==> src/prmux_pkg.sv <==
// Constants, types and mode decoding for the port pin function multiplexer
// ===========================================================================
// Function
// - Pin 1 reset default: direction-controlled general I/O
// - Pin 1 select, input: timer external clock
// - Pin 1 analog enable overrides everything: analog
// - Analog enable kills driver and Schmitt input
// - Pin 3 select, input: capture input one B
// - Pin 3 analog enable overrides: analog/reference/amplifier
// - Pin 4 analog enable overrides: analog/reference/amplifier
// - Pin 5 select clear, resistor clear: general I/O
// - Pin 5 reset default is general I/O
// - Pin 5 select, input: no function
// - Pin 5 select, output: drive digital ground
// - Resistor select connects external oscillator resistor
// - Pin 6 select clear: direction-controlled general I/O
// - Pin 6 select set: crystal oscillator input
// - Pin 6 resets to crystal oscillator input
package prmux_pkg;

  // ===========================================================================
  // Bus and register map
  localparam int PADDR_W = 8;
  localparam int PORT_W = 8;
  localparam logic [PADDR_W-1:0] DIR_OFS = 8'h00;
  localparam logic [PADDR_W-1:0] SEL_OFS = 8'h04;
  localparam logic [PADDR_W-1:0] AEN_OFS = 8'h08;
  localparam logic [PADDR_W-1:0] OSC_OFS = 8'h0C;
  localparam logic [PADDR_W-1:0] OUT_OFS = 8'h10;
  localparam logic [PADDR_W-1:0] IN_OFS = 8'h14;
  localparam logic [PORT_W-1:0] PIN_MASK = 8'h7A;
  localparam logic [PORT_W-1:0] AEN_MASK = 8'h1A;
  localparam int ROSC_BIT = 0;
  localparam logic [PORT_W-1:0] DIR_RST = 8'h00;
  localparam logic [PORT_W-1:0] SEL_RST = 8'h40;
  localparam logic [PORT_W-1:0] AEN_RST = 8'h00;
  localparam logic [PORT_W-1:0] OSC_RST = 8'h00;
  localparam logic [PORT_W-1:0] OUT_RST = 8'h00;

  // ===========================================================================
  // Pin positions
  localparam int PIN_TCLK = 1;
  localparam int PIN_CAP = 3;
  localparam int PIN_CMP2 = 4;
  localparam int PIN_ROSC = 5;
  localparam int PIN_XTAL = 6;

  typedef enum logic [3:0] {
    PM_GPIO_IN, PM_GPIO_OUT, PM_TCLK_IN, PM_SUBSYSTEM_MAIN_CLOCK_OUT, PM_CAP_IN, PM_CMP1_OUT,
    PM_CMP2_OUT, PM_ANALOG, PM_NONE, PM_GROUND, PM_ROSC, PM_XTAL
  } prmux_mode_t;

  // Resolves one pin's function from its own control bits, plus the shared resistor bit for pin 5
  function automatic prmux_mode_t pad_mode(input int idx, input logic dir, input logic sel,
                                           input logic aen, input logic rosc);
    prmux_mode_t gpio;
    gpio = dir ? PM_GPIO_OUT : PM_GPIO_IN;
    pad_mode = PM_NONE;
    unique case (idx)
      PIN_TCLK: pad_mode = aen ? PM_ANALOG : (sel ? (dir ? PM_SUBSYSTEM_MAIN_CLOCK_OUT : PM_TCLK_IN) : gpio);
      PIN_CAP: pad_mode = aen ? PM_ANALOG : (sel ? (dir ? PM_CMP1_OUT : PM_CAP_IN) : gpio);
      PIN_CMP2: pad_mode = aen ? PM_ANALOG : (sel ? (dir ? PM_CMP2_OUT : PM_NONE) : gpio);
      PIN_ROSC: pad_mode = rosc ? PM_ROSC : (sel ? (dir ? PM_GROUND : PM_NONE) : gpio);
      PIN_XTAL: pad_mode = sel ? PM_XTAL : gpio;
      default: pad_mode = PM_NONE;
    endcase
  endfunction

endpackage

==> src/prmux_apb.sv <==
// APB register file holding the pin control bits
`timescale 1ns/1ps

module prmux_apb (
  input wire logic clk,
  input wire logic rst,
  input wire logic psel,
  input wire logic penable,
  input wire logic pwrite,
  input wire logic [prmux_pkg::PADDR_W-1:0] paddr,
  input wire logic [31:0] pwdata,
  input wire logic [prmux_pkg::PORT_W-1:0] in_status,
  output logic [31:0] prdata_q,
  output logic pready_q,
  output logic pslverr_q,
  output logic [prmux_pkg::PORT_W-1:0] dir_q,
  output logic [prmux_pkg::PORT_W-1:0] sel_q,
  output logic [prmux_pkg::PORT_W-1:0] aen_q,
  output logic [prmux_pkg::PORT_W-1:0] osc_q,
  output logic [prmux_pkg::PORT_W-1:0] out_q
);
  import prmux_pkg::*;

  logic hit;
  logic early;
  logic done;
  logic [PORT_W-1:0] rd_d;
  logic [PORT_W-1:0] wd;

  // ===========================================================================
  // Decode
  assign early = psel & penable & ~pready_q;
  assign done = psel & penable & pready_q;
  assign wd = pwdata[PORT_W-1:0];

  always_comb begin
    hit = 1'b1;
    rd_d = '0;
    unique case (paddr)
      DIR_OFS: rd_d = dir_q;
      SEL_OFS: rd_d = sel_q;
      AEN_OFS: rd_d = aen_q;
      OSC_OFS: rd_d = osc_q;
      OUT_OFS: rd_d = out_q;
      IN_OFS: rd_d = in_status;
      default: hit = 1'b0;
    endcase
  end

  // ===========================================================================
  // Handshake: one wait state so that the answer comes from flops
  always_ff @(posedge clk or posedge rst) begin
    if (rst) begin
      pready_q <= 1'b0;
      pslverr_q <= 1'b0;
      prdata_q <= 32'h0000_0000;
    end else begin
      pready_q <= early;
      pslverr_q <= early & ~hit;
      prdata_q <= (early & ~pwrite) ? {{(32 - PORT_W){1'b0}}, rd_d} : 32'h0000_0000;
    end
  end

  // ===========================================================================
  // Control bits; unimplemented pins stay zero
  always_ff @(posedge clk or posedge rst) begin
    if (rst) begin
      dir_q <= DIR_RST;
      sel_q <= SEL_RST;
      aen_q <= AEN_RST;
      osc_q <= OSC_RST;
      out_q <= OUT_RST;
    end else if (done && pwrite) begin
      unique case (paddr)
        DIR_OFS: dir_q <= wd & PIN_MASK;
        SEL_OFS: sel_q <= wd & PIN_MASK;
        AEN_OFS: aen_q <= wd & AEN_MASK;
        OSC_OFS: osc_q <= wd & OSC_RST_MASK();
        OUT_OFS: out_q <= wd & PIN_MASK;
        default: out_q <= out_q;
      endcase
    end
  end

  function automatic logic [PORT_W-1:0] OSC_RST_MASK();
    OSC_RST_MASK = '0;
    OSC_RST_MASK[ROSC_BIT] = 1'b1;
  endfunction

endmodule

==> src/prmux_pad.sv <==
// One pad: resolved function to driver, enable, input path and analog switch
`timescale 1ns/1ps

module prmux_pad (
  input wire logic clk,
  input wire logic rst,
  input wire prmux_pkg::prmux_mode_t mode,
  input wire logic gpio_out,
  input wire logic subsystem_main_clock,
  input wire logic cmp1,
  input wire logic cmp2,
  input wire logic pad_in,
  output logic pad_out_q,
  output logic pad_oe_q,
  output logic schmitt_q,
  output logic analog_q,
  output logic in_gated
);
  import prmux_pkg::*;

  logic out_d;
  logic oe_d;
  logic schmitt_d;

  always_comb begin
    out_d = 1'b0;
    oe_d = 1'b0;
    schmitt_d = 1'b1;
    unique case (mode)
      PM_GPIO_OUT: begin
        out_d = gpio_out;
        oe_d = 1'b1;
      end
      PM_SUBSYSTEM_MAIN_CLOCK_OUT: begin
        out_d = subsystem_main_clock;
        oe_d = 1'b1;
      end
      PM_CMP1_OUT: begin
        out_d = cmp1;
        oe_d = 1'b1;
      end
      PM_CMP2_OUT: begin
        out_d = cmp2;
        oe_d = 1'b1;
      end
      PM_GROUND: oe_d = 1'b1;
      PM_ANALOG, PM_ROSC, PM_XTAL: schmitt_d = 1'b0;
      default: schmitt_d = 1'b1;
    endcase
  end

  // Digital input path is gated the moment analog use is chosen
  assign in_gated = pad_in & schmitt_d;

  always_ff @(posedge clk or posedge rst) begin
    if (rst) begin
      pad_out_q <= 1'b0;
      pad_oe_q <= 1'b0;
      schmitt_q <= 1'b0;
      analog_q <= 1'b0;
    end else begin
      pad_out_q <= out_d;
      pad_oe_q <= oe_d;
      schmitt_q <= schmitt_d;
      analog_q <= (mode == PM_ANALOG);
    end
  end

endmodule

==> src/prmux_top.sv <==
// Port pin function multiplexer top: APB registers, per-pin muxing, timer routing
`timescale 1ns/1ps

module prmux_top (
  input wire logic CLK,
  input wire logic RST,
  input wire logic PSEL,
  input wire logic PENABLE,
  input wire logic PWRITE,
  input wire logic [prmux_pkg::PADDR_W-1:0] PADDR,
  input wire logic [31:0] PWDATA,
  output logic [31:0] PRDATA,
  output logic PREADY,
  output logic PSLVERR,
  input wire logic [prmux_pkg::PORT_W-1:0] PAD_IN,
  output logic [prmux_pkg::PORT_W-1:0] PAD_OUT,
  output logic [prmux_pkg::PORT_W-1:0] PAD_OE,
  output logic [prmux_pkg::PORT_W-1:0] PAD_SCHMITT_EN,
  output logic [prmux_pkg::PORT_W-1:0] ANALOG_CHANNEL_CONNECT,
  input wire logic SUBSYSTEM_MAIN_CLOCK,
  input wire logic TIMER_COMPARE_OUTPUT_ONE,
  input wire logic TIMER_COMPARE_OUTPUT_TWO,
  output logic TIMER_EXTERNAL_INPUT_CLOCK,
  output logic CAPTURE_INPUT_ONE_VARIANT_B,
  output logic CRYSTAL_OSCILLATOR_INPUT,
  output logic OSC_RESISTOR_CONNECT
);
  import prmux_pkg::*;

  logic [PORT_W-1:0] dir_q;
  logic [PORT_W-1:0] sel_q;
  logic [PORT_W-1:0] aen_q;
  logic [PORT_W-1:0] osc_q;
  logic [PORT_W-1:0] out_q;
  logic [PORT_W-1:0] in_gated;
  prmux_mode_t mode [PORT_W];

  // ===========================================================================
  // Register file
  prmux_apb u_apb (
    .clk(CLK),
    .rst(RST),
    .psel(PSEL),
    .penable(PENABLE),
    .pwrite(PWRITE),
    .paddr(PADDR),
    .pwdata(PWDATA),
    .in_status(in_gated),
    .prdata_q(PRDATA),
    .pready_q(PREADY),
    .pslverr_q(PSLVERR),
    .dir_q(dir_q),
    .sel_q(sel_q),
    .aen_q(aen_q),
    .osc_q(osc_q),
    .out_q(out_q)
  );

  // ===========================================================================
  // Pads; the mode is decoded without a clock, the pad pins then take one flop
  genvar i;
  generate
    for (i = 0; i < PORT_W; i++) begin : g_pad
      assign mode[i] = pad_mode(i, dir_q[i], sel_q[i], aen_q[i], osc_q[ROSC_BIT]);
      prmux_pad u_pad (
        .clk(CLK),
        .rst(RST),
        .mode(mode[i]),
        .gpio_out(out_q[i]),
        .subsystem_main_clock(SUBSYSTEM_MAIN_CLOCK),
        .cmp1(TIMER_COMPARE_OUTPUT_ONE),
        .cmp2(TIMER_COMPARE_OUTPUT_TWO),
        .pad_in(PAD_IN[i]),
        .pad_out_q(PAD_OUT[i]),
        .pad_oe_q(PAD_OE[i]),
        .schmitt_q(PAD_SCHMITT_EN[i]),
        .analog_q(ANALOG_CHANNEL_CONNECT[i]),
        .in_gated(in_gated[i])
      );
    end
  endgenerate

  // ===========================================================================
  // Routing into the timer and clock module
  // A clock passed through a flop at the system rate is only good for slow external clocks
  always_ff @(posedge CLK or posedge RST) begin
    if (RST) begin
      TIMER_EXTERNAL_INPUT_CLOCK <= 1'b0;
      CAPTURE_INPUT_ONE_VARIANT_B <= 1'b0;
      CRYSTAL_OSCILLATOR_INPUT <= 1'b0;
      OSC_RESISTOR_CONNECT <= 1'b0;
    end else begin
      TIMER_EXTERNAL_INPUT_CLOCK <= (mode[PIN_TCLK] == PM_TCLK_IN) & PAD_IN[PIN_TCLK];
      CAPTURE_INPUT_ONE_VARIANT_B <= (mode[PIN_CAP] == PM_CAP_IN) & PAD_IN[PIN_CAP];
      CRYSTAL_OSCILLATOR_INPUT <= (mode[PIN_XTAL] == PM_XTAL);
      OSC_RESISTOR_CONNECT <= (mode[PIN_ROSC] == PM_ROSC);
    end
  end
endmodule

==> config.mk <==
export PLATFORM = sky130hd
export DESIGN_NAME = prmux_top
export DESIGN_NICKNAME = d
export VERILOG_FILES = /design/src/prmux_pkg.sv /design/src/prmux_apb.sv /design/src/prmux_pad.sv /design/src/prmux_top.sv
export SDC_FILE = /design/constraint.sdc
export NUM_CORES = 1
export LEC_CHECK = 0
export ABC_CLOCK_PERIOD_IN_PS = 1800
export BUFFER_PORTS_ARGS = -buffer_cell sky130_fd_sc_hd__buf_4
export CORE_ASPECT_RATIO = 1.2
export CORE_MARGIN = 5
export CORE_UTILIZATION = 40
export CTS_CLUSTER_SIZE = 30
export DETAILED_ROUTE_END_ITERATION = 10
export HOLD_SLACK_MARGIN = 0.05
export PLACE_DENSITY = 0.74
export SETUP_SLACK_MARGIN = 0.02
export SYNTH_ARGS = -nofsm -noshare
export SYNTH_HDL_FRONTEND = slang
export SYNTH_SLANG_ARGS = --single-unit
==> constraint.sdc <==
create_clock -name CLK -period 1.8 [get_ports CLK]
set_input_delay 0.18 -clock CLK [delete_from_list [all_inputs] [get_ports CLK]]
set_output_delay 0.18 -clock CLK [all_outputs]
set_load 0.005 [all_outputs]
### After elaboration in Yosys (flattened, before gate mapping)

Cells that the tools add are included.

| operators by class | value |
|---|---|
| multiplexer cells | 36 |
| equality and inequality tests | 47 |
| reductions and logical operators | 18 |
| bitwise operators | 15 |

Operators by type and width:

| cell | number |
|---|---|
| 8-bit one-hot mux with 6 select lines | 1 |
| 4-bit by 3-bit equality test with 1-bit output (second input constant) | 9 |
| 4-bit equality test (second input constant) | 9 |
| 5-bit OR reduction | 5 |
| 3-bit by 4-bit equality test with 1-bit output (second input constant) | 6 |
| 4-bit two-way mux | 6 |
| 3-bit equality test (second input constant) | 7 |
| 1-bit one-hot mux with 4 select lines | 5 |
| 1-bit two-way mux | 19 |
| 8-bit by 4-bit equality test with 1-bit output (second input constant) | 2 |
| 8-bit by 5-bit equality test with 1-bit output (second input constant) | 2 |
| 3-bit OR reduction | 5 |
| 1-bit AND | 12 |
| 4-bit by 1-bit equality test with 1-bit output (second input constant) | 3 |
| 4-bit by 2-bit equality test with 1-bit output (second input constant) | 3 |
| 2-bit AND reduction | 5 |
| 3-bit by 2-bit equality test with 1-bit output (second input constant) | 3 |
| 3-bit two-way mux | 3 |
| 8-bit by 3-bit equality test with 1-bit output (second input constant) | 1 |
| 8-bit logical NOT | 1 |
| 8-bit two-way mux | 1 |
| 3-bit by 1-bit equality test with 1-bit output (second input constant) | 2 |
| 6-bit OR reduction | 1 |
| 1-bit NOT | 3 |
| other kinds (2) | 2 |

| word-level totals | value |
|---|---|
| bits of input ports | 56 |
| output and inout port bits | 70 |
| word-level logic and storage cells | 149 |
| register bits | 78 |

### Logic depth before layout (Yosys ltp)

Gate-level depths: netlist (run 1).

| depth | value |
|---|---|
| depth in word-level cells | 9 |
| mapped depth | 4 |
| gate-level depth less buffers | 3 |

### Hierarchy

Synthesis (run 1) repeated with hierarchy kept, for this count alone.

| unflattened totals | value |
|---|---|
| cells, all modules | 341 |
| area, all modules | 3812.4 sq um |

Modules (own cells, without submodules):

| module | cells each | times used | seq. area each (sq um) | area an instance (sq um) |
|---|---|---|---|---|
| prmux_pad | 21 | 8 | 100.1 | 227.7 |
| prmux_apb | 149 | 1 | 726.9 | 1779.2 |
| prmux_top | 24 | 1 | 100.1 | 211.5 |

### Worst setup path after synthesis (run 1)

No wires, ideal clock.

| timing | value |
|---|---|
| path type | input port to flip-flop |
| from | in PADDR[1] (netlist bit) |
| to | reg u_apb.out_q[1] (netlist bit) |
| data required time | 1.675 ns |
| data arrival time | 1.638 ns |
| buffers on the path | 1 |
| stages on the path | 4 |
| library setup time | 0.125 ns |
| setup slack | 0.037 ns |
| cell sequence | or4_4 > or4_4 > buf_6 > mux2_4 |

| on the way | value |
|---|---|
| longest elaborated chain between the ends | 2 |

RTL lines:

| element | line | source |
|---|---|---|
| start, declared | prmux_top.sv:10 | `input wire logic [prmux_pkg::PADDR_W-1:0] PADDR,` |
| 8-bit by 5-bit equality test with 1-bit output | prmux_apb.sv:74 | `unique case (paddr)` |
| 2-bit AND reduction (no source line) | - |  |
| end signal, assigned | prmux_apb.sv:79 | `OUT_OFS: out_q <= wd & PIN_MASK;` |
| end signal, assigned | prmux_apb.sv:80 | `default: out_q <= out_q;` |
| end, declared | prmux_apb.sv:20 | `output logic [prmux_pkg::PORT_W-1:0] out_q` |

Every way passes these cells.
A chain may end at the register's enable or synchronous reset.

### Worst setup path after layout (run 1)

| timing | value |
|---|---|
| from | reg u_apb.pready_q |
| to | reg u_apb.sel_q[3] (netlist bit) |

| on the way | value |
|---|---|
| longest elaborated chain between the ends | 3 |

RTL lines:

| element | line | source |
|---|---|---|
| start, declared | prmux_apb.sv:14 | `output logic pready_q,` |
| start signal, assigned | prmux_apb.sv:58 | `pready_q <= early;` |
| 1-bit AND | prmux_apb.sv:33 | `assign done = psel & penable & pready_q;` |
| 1-bit logical AND | prmux_apb.sv:73 | `end else if (done && pwrite) begin` |
| 2-bit AND reduction (no source line) | - |  |
| end signal, assigned | prmux_apb.sv:76 | `SEL_OFS: sel_q <= wd & PIN_MASK;` |
| end, declared | prmux_apb.sv:17 | `output logic [prmux_pkg::PORT_W-1:0] sel_q,` |

Every way passes these cells.

==> results of run 1 <==
[final timing paths]
kind | to | slack (ps) | depth (start not counted)
min in group asynchronous | u_apb.prdata_q[2] | 480 | 4
setup reg to reg | u_apb.sel_q[3] | 120 | 5
hold reg to reg | CRYSTAL_OSCILLATOR_INPUT | 440 | 0
setup / recovery | u_apb.sel_q[3] | 120 | 5
hold / removal | u_apb.osc_q[0] | 90 | 2
max in group asynchronous | u_apb.sel_q[6] | 1050 | 4
[where the power goes]
group / switching [mW] / internal [mW]
Clock: 0.364 / 0.555
Combinational: 0.0938 / 0.0906
Sequential: 0.00416 / 1.17
[worst max-delay path, cell delays in order (launching register included)]
cell and delay [ps]:
sky130_fd_sc_hd__dfrtp_1 380, sky130_fd_sc_hd__nand4_1 140, sky130_fd_sc_hd__buf_4 200, sky130_fd_sc_hd__nor4_4 330, sky130_fd_sc_hd__buf_4 180, sky130_fd_sc_hd__mux2_1 320
[cell usage after synthesis, types with 2 or more instances]
library cell                instances
sky130_fd_sc_hd__buf_4             56
sky130_fd_sc_hd__dfrtp_1           51
sky130_fd_sc_hd__nor2b_1           13
sky130_fd_sc_hd__mux2_1             9
sky130_fd_sc_hd__inv_1              7
sky130_fd_sc_hd__clkbuf_1           6
sky130_fd_sc_hd__mux2_2             5
sky130_fd_sc_hd__mux2_4             5
sky130_fd_sc_hd__and3b_1            4
sky130_fd_sc_hd__mux2i_1            4
sky130_fd_sc_hd__mux4_2             4
sky130_fd_sc_hd__nand2_1            4
sky130_fd_sc_hd__a22o_1             3
sky130_fd_sc_hd__and4_1             3
sky130_fd_sc_hd__buf_2              3
sky130_fd_sc_hd__nor4_1             3
sky130_fd_sc_hd__conb_1             2
sky130_fd_sc_hd__nand4bb_1          2
sky130_fd_sc_hd__nor2_1             2
sky130_fd_sc_hd__nor3_1             2
sky130_fd_sc_hd__nor4_4             2
sky130_fd_sc_hd__or4_4              2
sky130_fd_sc_hd__or4b_1             2
[cell families (layout without fill, tap and decap cells)]
family,Yosys count,in the layout,share of synthesized area
simple gates,47,47,0.138
compound gates,7,7,0.0223
flops,52,52,0.504
other cells,2,36,0.00291
buf+inv,73,101,0.192
mux,27,27,0.141
[sequential cells by signal (all words and copies together) (netlist names)]
signal	cells
CAPTURE_INPUT_ONE_VARIANT_B	1
g_pad.u_pad.analog_q	3
u_apb.pslverr_q	1
g_pad.u_pad.schmitt_q	6
g_pad.u_pad.pad_oe_q	5
u_apb.out_q	5
u_apb.pready_q	1
CRYSTAL_OSCILLATOR_INPUT	1
u_apb.dir_q	5
u_apb.osc_q	1
TIMER_EXTERNAL_INPUT_CLOCK	1
u_apb.sel_q	5
u_apb.prdata_q	8
g_pad.u_pad.pad_out_q	5
OSC_RESISTOR_CONNECT	1
u_apb.aen_q	3
[area by class of cell]
cell class / count / area (µm²)
clock buffers: 6 / 72.6
clock inverters: 2 / 60.1
flip-flops and latches: 52 / 1300
multi-input cells: 117 / 912
inverters: 7 / 26.3
well taps: 85 / 106
fillers: 596 / 3230
repair buffers: 86 / 661
[timing repair]
| action | 4_1_cts | 5_1_grt |
|---|---|---|
| hold buffers | 1 | 0 |
| setup buffers | 0 | 1 |
| hold endpoints to repair | 51 | 0 |
| setup endpoints to repair | 0 | 2 |
[layout by cell type, fill, tap and decap left out, drive strengths merged]
| cell type | n |
|---|---|
| a211oi | 1 |
| a21boi | 1 |
| a22o | 3 |
| and2 | 1 |
| and3b | 4 |
| and4 | 3 |
| buf | 85 |
| bufinv | 2 |
| clkbuf | 6 |
| conb | 36 |
| dfrtp | 51 |
| dfstp | 1 |
| dlygate4sd3 | 1 |
| inv | 7 |
| mux2 | 19 |
| mux2i | 4 |
| mux4 | 4 |
| nand2 | 4 |
| nand2b | 1 |
| nand3b | 1 |
| nand4 | 1 |
| nand4bb | 2 |
| nor2 | 2 |
| nor2b | 13 |
| nor3 | 2 |
| nor4 | 5 |
| o211a | 1 |
| o22ai | 1 |
| or2 | 1 |
| or3 | 1 |
| or3b | 1 |
| or4 | 3 |
| or4b | 2 |
[metal layers]
layer / wire (µm) / global-route usage / vias up
met2: 2470 / 0.201 / 61
met1: 1930 / 0.136 / 749
li1: - / - / 736
met5: 0 / 0 / -
met3: 343 / 0.0414 / 5
met4: 40 / 0.0377 / 0
[per-stage QoR]
stage                     setup TNS, ps  utilization  hold WS (ps)
final                                 0        0.493          91.4
after global routing                  0        0.493          99.9
after detailed placement          -1660        0.470           256
after CTS                             0        0.492          76.1
after global placement            -1540        0.470           252
after floorplan                       0            -           296
==> impl_metrics.toml, run 1 <==
[outcome]
status = "finished, final reports clean"

[die]
die-area_mm2 = 0.00817
die_height_um = 98.0
top_level_ports = 126
design.core.area_mm2 = 0.00637
fp-row-count = 32
initial_core_util = 0.406
die-width_um = 83.4

[timing]
hold_vio_cnt_final = 0
fmax_mhz = 596
final.setup.worst_slack_ps = 122
final.setup_skew_ps = 10.4
setup_failing_eps_final = 0
timing.final.crit_period_ps = 1680
final_cycle_utilization_of_the_critical_path = 0.932
slew_violations = 0
grt_setup_unrepaired = "no"

[power]
worst_ir_drop_vdd_mv = 0.413
cellPowerDensity_mw_per_mm2 = 726
total_power_mw = 2.28
leak_pwr_nw = 1.64

[placement]
detailed_place.area_mm2 = 0.00299
place_worst_setup_slack_ps = -145
placed_cells_incl_taps = 345
portBuffers = 64
post-dp-hpwl_um = 3680
globalplace.congestion = 0.715

[global_route]
gr-usage-all-layers = 0.117
grt_antenna_before_repair = 0
grt_first_pass_wirelength_um = 7600
grt_max_degree = 53
grt_overflow = 0
first_global_vias = 1568

[worst_setup_path]
criticalPathCategory = "reg -> reg"
worst_reg2reg_startpoint = "u_apb.pready_q"
setup.worst_path.start = "u_apb.pready_q"
setup.worst_path.end_class = "register"
cp_arrival_ps = 1860
crit_required_ps = 1980
crit_path_max_fo = 3
start_kind = "register"

[yosys]
synthCells = 208
syn_avg_cell_area_um2 = 12.4
synth_async_sr_flop_share = 1.00
yosys_register_bits = 52
yosys-top-cells-area = "sky130_fd_sc_hd__dfrtp_1, sky130_fd_sc_hd__buf_4, sky130_fd_sc_hd__mux2_1, sky130_fd_sc_hd__mux4_2, sky130_fd_sc_hd__nor2b_1"
yosysUniqueCellTypes = 37
synth.largest_area_cell = "sky130_fd_sc_hd__dfrtp_1"
synth.cell_area_mm2 = 0.00258
synth_top_area_frac = 0.494
yosysWarningCount = 0
number_of_enable_flip_flop_cells_after_synthesis = 0
ys_seq_area_frac = 0.504
ys_dominant_reg_cell = "sky130_fd_sc_hd__dfrtp_1"

[route]
drt-total-wl_um = 4780
detail_route.iter0.violations = 43
drtAntennaViolNets = 0
routed_via_density = 4.37
detail_route.wl_per_cell_um = 13.5
via_count = 1551
detail_route.drc_violations = 0
tritonroute_pass_1_iters = 3

[final_layout]
finish.instance_area_mm2 = 0.00314
synthToLayoutAreaGrowth_pct = 21.6
drive_gt1_frac = 0.422
final-instance-count-excl-fill = 355
antenna_cells = 0
final_nets = 325

[cts]
cts_repair_resize_count = 0
clock_tree_root = "sky130_fd_sc_hd__clkbuf_8"
numClockSinks = 52
cts.reportedPaths.clkPinSlew_ps = 90
insertion_delay_ps = 300
cts_max_level = 2
tritoncts = "built"
cts-root-to-sink-buffers = 2
number_of_buffers_created_by_cts = 5

[hold_path]
hp-class = "in -> reg"
worstHoldStart = "PWDATA[0]"

[job]
maxCapViolations = 0
(Power assumes the default switching activity.)
==> run 2: changes to the inputs <==
- BUFFER_PORTS_ARGS: -buffer_cell sky130_fd_sc_hd__buf_4 -> -buffer_cell sky130_fd_sc_hd__clkbuf_2
==> run 2 against run 1 <==
Against the previous run:
- cell count down 0.28%
- power shrank 5.2%
- design area shrank 6.1%
- largest power group unchanged
- global-route usage is 0.49 points higher
- non-clock buffer count down 1
- sequential share of layout area up 2.7 points
- worst hold slack improved by 3.4 ps
- via count unchanged
- first-iteration DRC count is 40% higher
- clock-buffer cell count unchanged
- critical endpoint is now u_apb.aen_q[1]
- setup slack gained 68 ps
- clock skew down 5.8 ps
- highest routed layer unchanged
==> impl_metrics.toml, run 2 (same netlist as run 1, synthesis figures left out) <==
[outcome]
status = "finished, final reports clean"

[final_layout]
drive_gt1_frac = 0.424
reg.largest.list = "u_apb.prdata_q x8, g_pad.u_pad.schmitt_q x6"
layout_common_cells = "sky130_fd_sc_hd__clkbuf_2, sky130_fd_sc_hd__dfrtp_1, sky130_fd_sc_hd__conb_1, sky130_fd_sc_hd__buf_4, sky130_fd_sc_hd__nor2b_1"
synthToLayoutAreaGrowth_pct = 14.2
largest_register_ffs = 8
final-instance-count-excl-fill = 354
filler_cell_count = 630
regMostFlops = "u_apb.prdata_q"
antenna_cells = 0
layout_commonest_cell = "sky130_fd_sc_hd__clkbuf_2"
final_nets = 324

[worst_setup_path]
worst_reg2reg_startpoint = "u_apb.pready_q"
cp_cell_sequence = "nand4_1 -> or4_1 -> mux2_1"
crit_path_max_fo = 4
start_kind = "register"
criticalPathCategory = "reg -> reg"
cp_arrival_ps = 1800
setup.worst_path.end_class = "register"
setup.worst_path.start = "u_apb.pready_q"
crit_required_ps = 1990
cp_max_stage_cell = "sky130_fd_sc_hd__or4_1"
max_stage_delay_ps = 610

[global_route]
first_global_vias = 1601
grt_overflow = 0
gr-usage-all-layers = 0.122
grt_first_pass_wirelength_um = 7870
grt_antenna_before_repair = 0
grt_max_degree = 22

[placement]
placed_cells_incl_taps = 345
globalplace.congestion = 0.731
portBuffers = 64
post-dp-hpwl_um = 3770

[power]
leak_pwr_nw = 1.58
cellPowerDensity_mw_per_mm2 = 734
worst_ir_drop_vdd_mv = 0.453
total_power_mw = 2.16

[die]
die-area_mm2 = 0.00817
top_level_ports = 126
design.core.area_mm2 = 0.00637
die_height_um = 98.0
die-width_um = 83.4
initial_core_util = 0.406
fp-row-count = 32

[timing]
timing.final.crit_period_ps = 1610
final_cycle_utilization_of_the_critical_path = 0.895
setup_failing_eps_final = 0
fmax_mhz = 621
grt_setup_unrepaired = "no"
slew_violations = 0
hold_vio_cnt_final = 0
final.setup_skew_ps = 4.54

[cts]
clock_tree_root = "sky130_fd_sc_hd__clkbuf_8"
tritoncts = "built"
insertion_delay_ps = 300
cts_max_level = 2
cts.reportedPaths.clkPinSlew_ps = 90
numClockSinks = 52
number_of_buffers_created_by_cts = 5
cts_repair_resize_count = 0
cts-root-to-sink-buffers = 2

[route]
routed_via_density = 4.38
detail_route.iter0.violations = 60
tritonroute_pass_1_iters = 4
detail_route.wl_per_cell_um = 13.7
via_count = 1551
drt-total-wl_um = 4860
detail_route.drc_violations = 0
drtAntennaViolNets = 0

[job]
maxCapViolations = 0

[hold_path]
worstHoldStart = "PWDATA[0]"
hp-class = "in -> reg"
## run 2: critical path, delay by kind of cell (launching register included)
kind | cells | cell delay, ps
flip-flops | 1 | 390
AND/OR/NAND/NOR | 2 | 760
multiplexers | 1 | 350
## run 2: final cells by class
cell class | count | area, µm² | area share
Sequential cell | 52 | 1300 | 0.442
Multi-Input combinational cell | 117 | 912 | 0.309
Timing Repair Buffer | 85 | 480 | 0.163
Tap cell | 85 | 106 | 0.0361
Clock buffer | 6 | 82.6 | 0.0280
Clock inverter | 2 | 38.8 | 0.0132
Inverter | 7 | 26.3 | 0.00891
## run 2: worst paths after layout
| kind | end | slack (ps) | cells after the start |
|---|---|---|---|
| hold reg to reg | CRYSTAL_OSCILLATOR_INPUT | 440 | 0 |
| hold / removal | u_apb.osc_q[0] | 90 | 2 |
| setup reg to reg | u_apb.aen_q[1] | 190 | 3 |
| setup / recovery | u_apb.aen_q[1] | 190 | 3 |
| max in group asynchronous | u_apb.sel_q[6] | 780 | 4 |
| min in group asynchronous | g_pad[4].u_pad.pad_oe_q | 400 | 3 |
## run 2: what timing repair did
action	CTS	global route
buffers inserted	0	0
hold buffers	1	0
hold endpoints to repair	19	0
## run 2: stage by stage
stage	hold slack [ps]	setup slack [ps]	TNS [ps]	utilization	instance area, µm²
2_1_floorplan	296	36.5	0	-	2710
3_3_place_gp	190	-47.7	-493	0.443	2820
3_5_place_dp	190	-54.8	-532	0.443	2820
4_1_cts	85.6	176	0	0.463	2950
5_1_grt	87.9	62.9	0	0.463	2950
6_report	94.8	189	0	0.463	2950
## run 2: layer usage
layer  vias up  share of wire  track usage
li1        730              -            -
met1       741           0.40        0.148
met2        73           0.50        0.207
met3         7          0.082       0.0380
met4         0          0.015       0.0390
met5         -              0            0
## run 2: where the power goes
group          total [mW]  switching [mW]  internal (mW)
clock network       0.824           0.370          0.455
logic               0.161          0.0938         0.0675
registers            1.18         0.00416           1.17
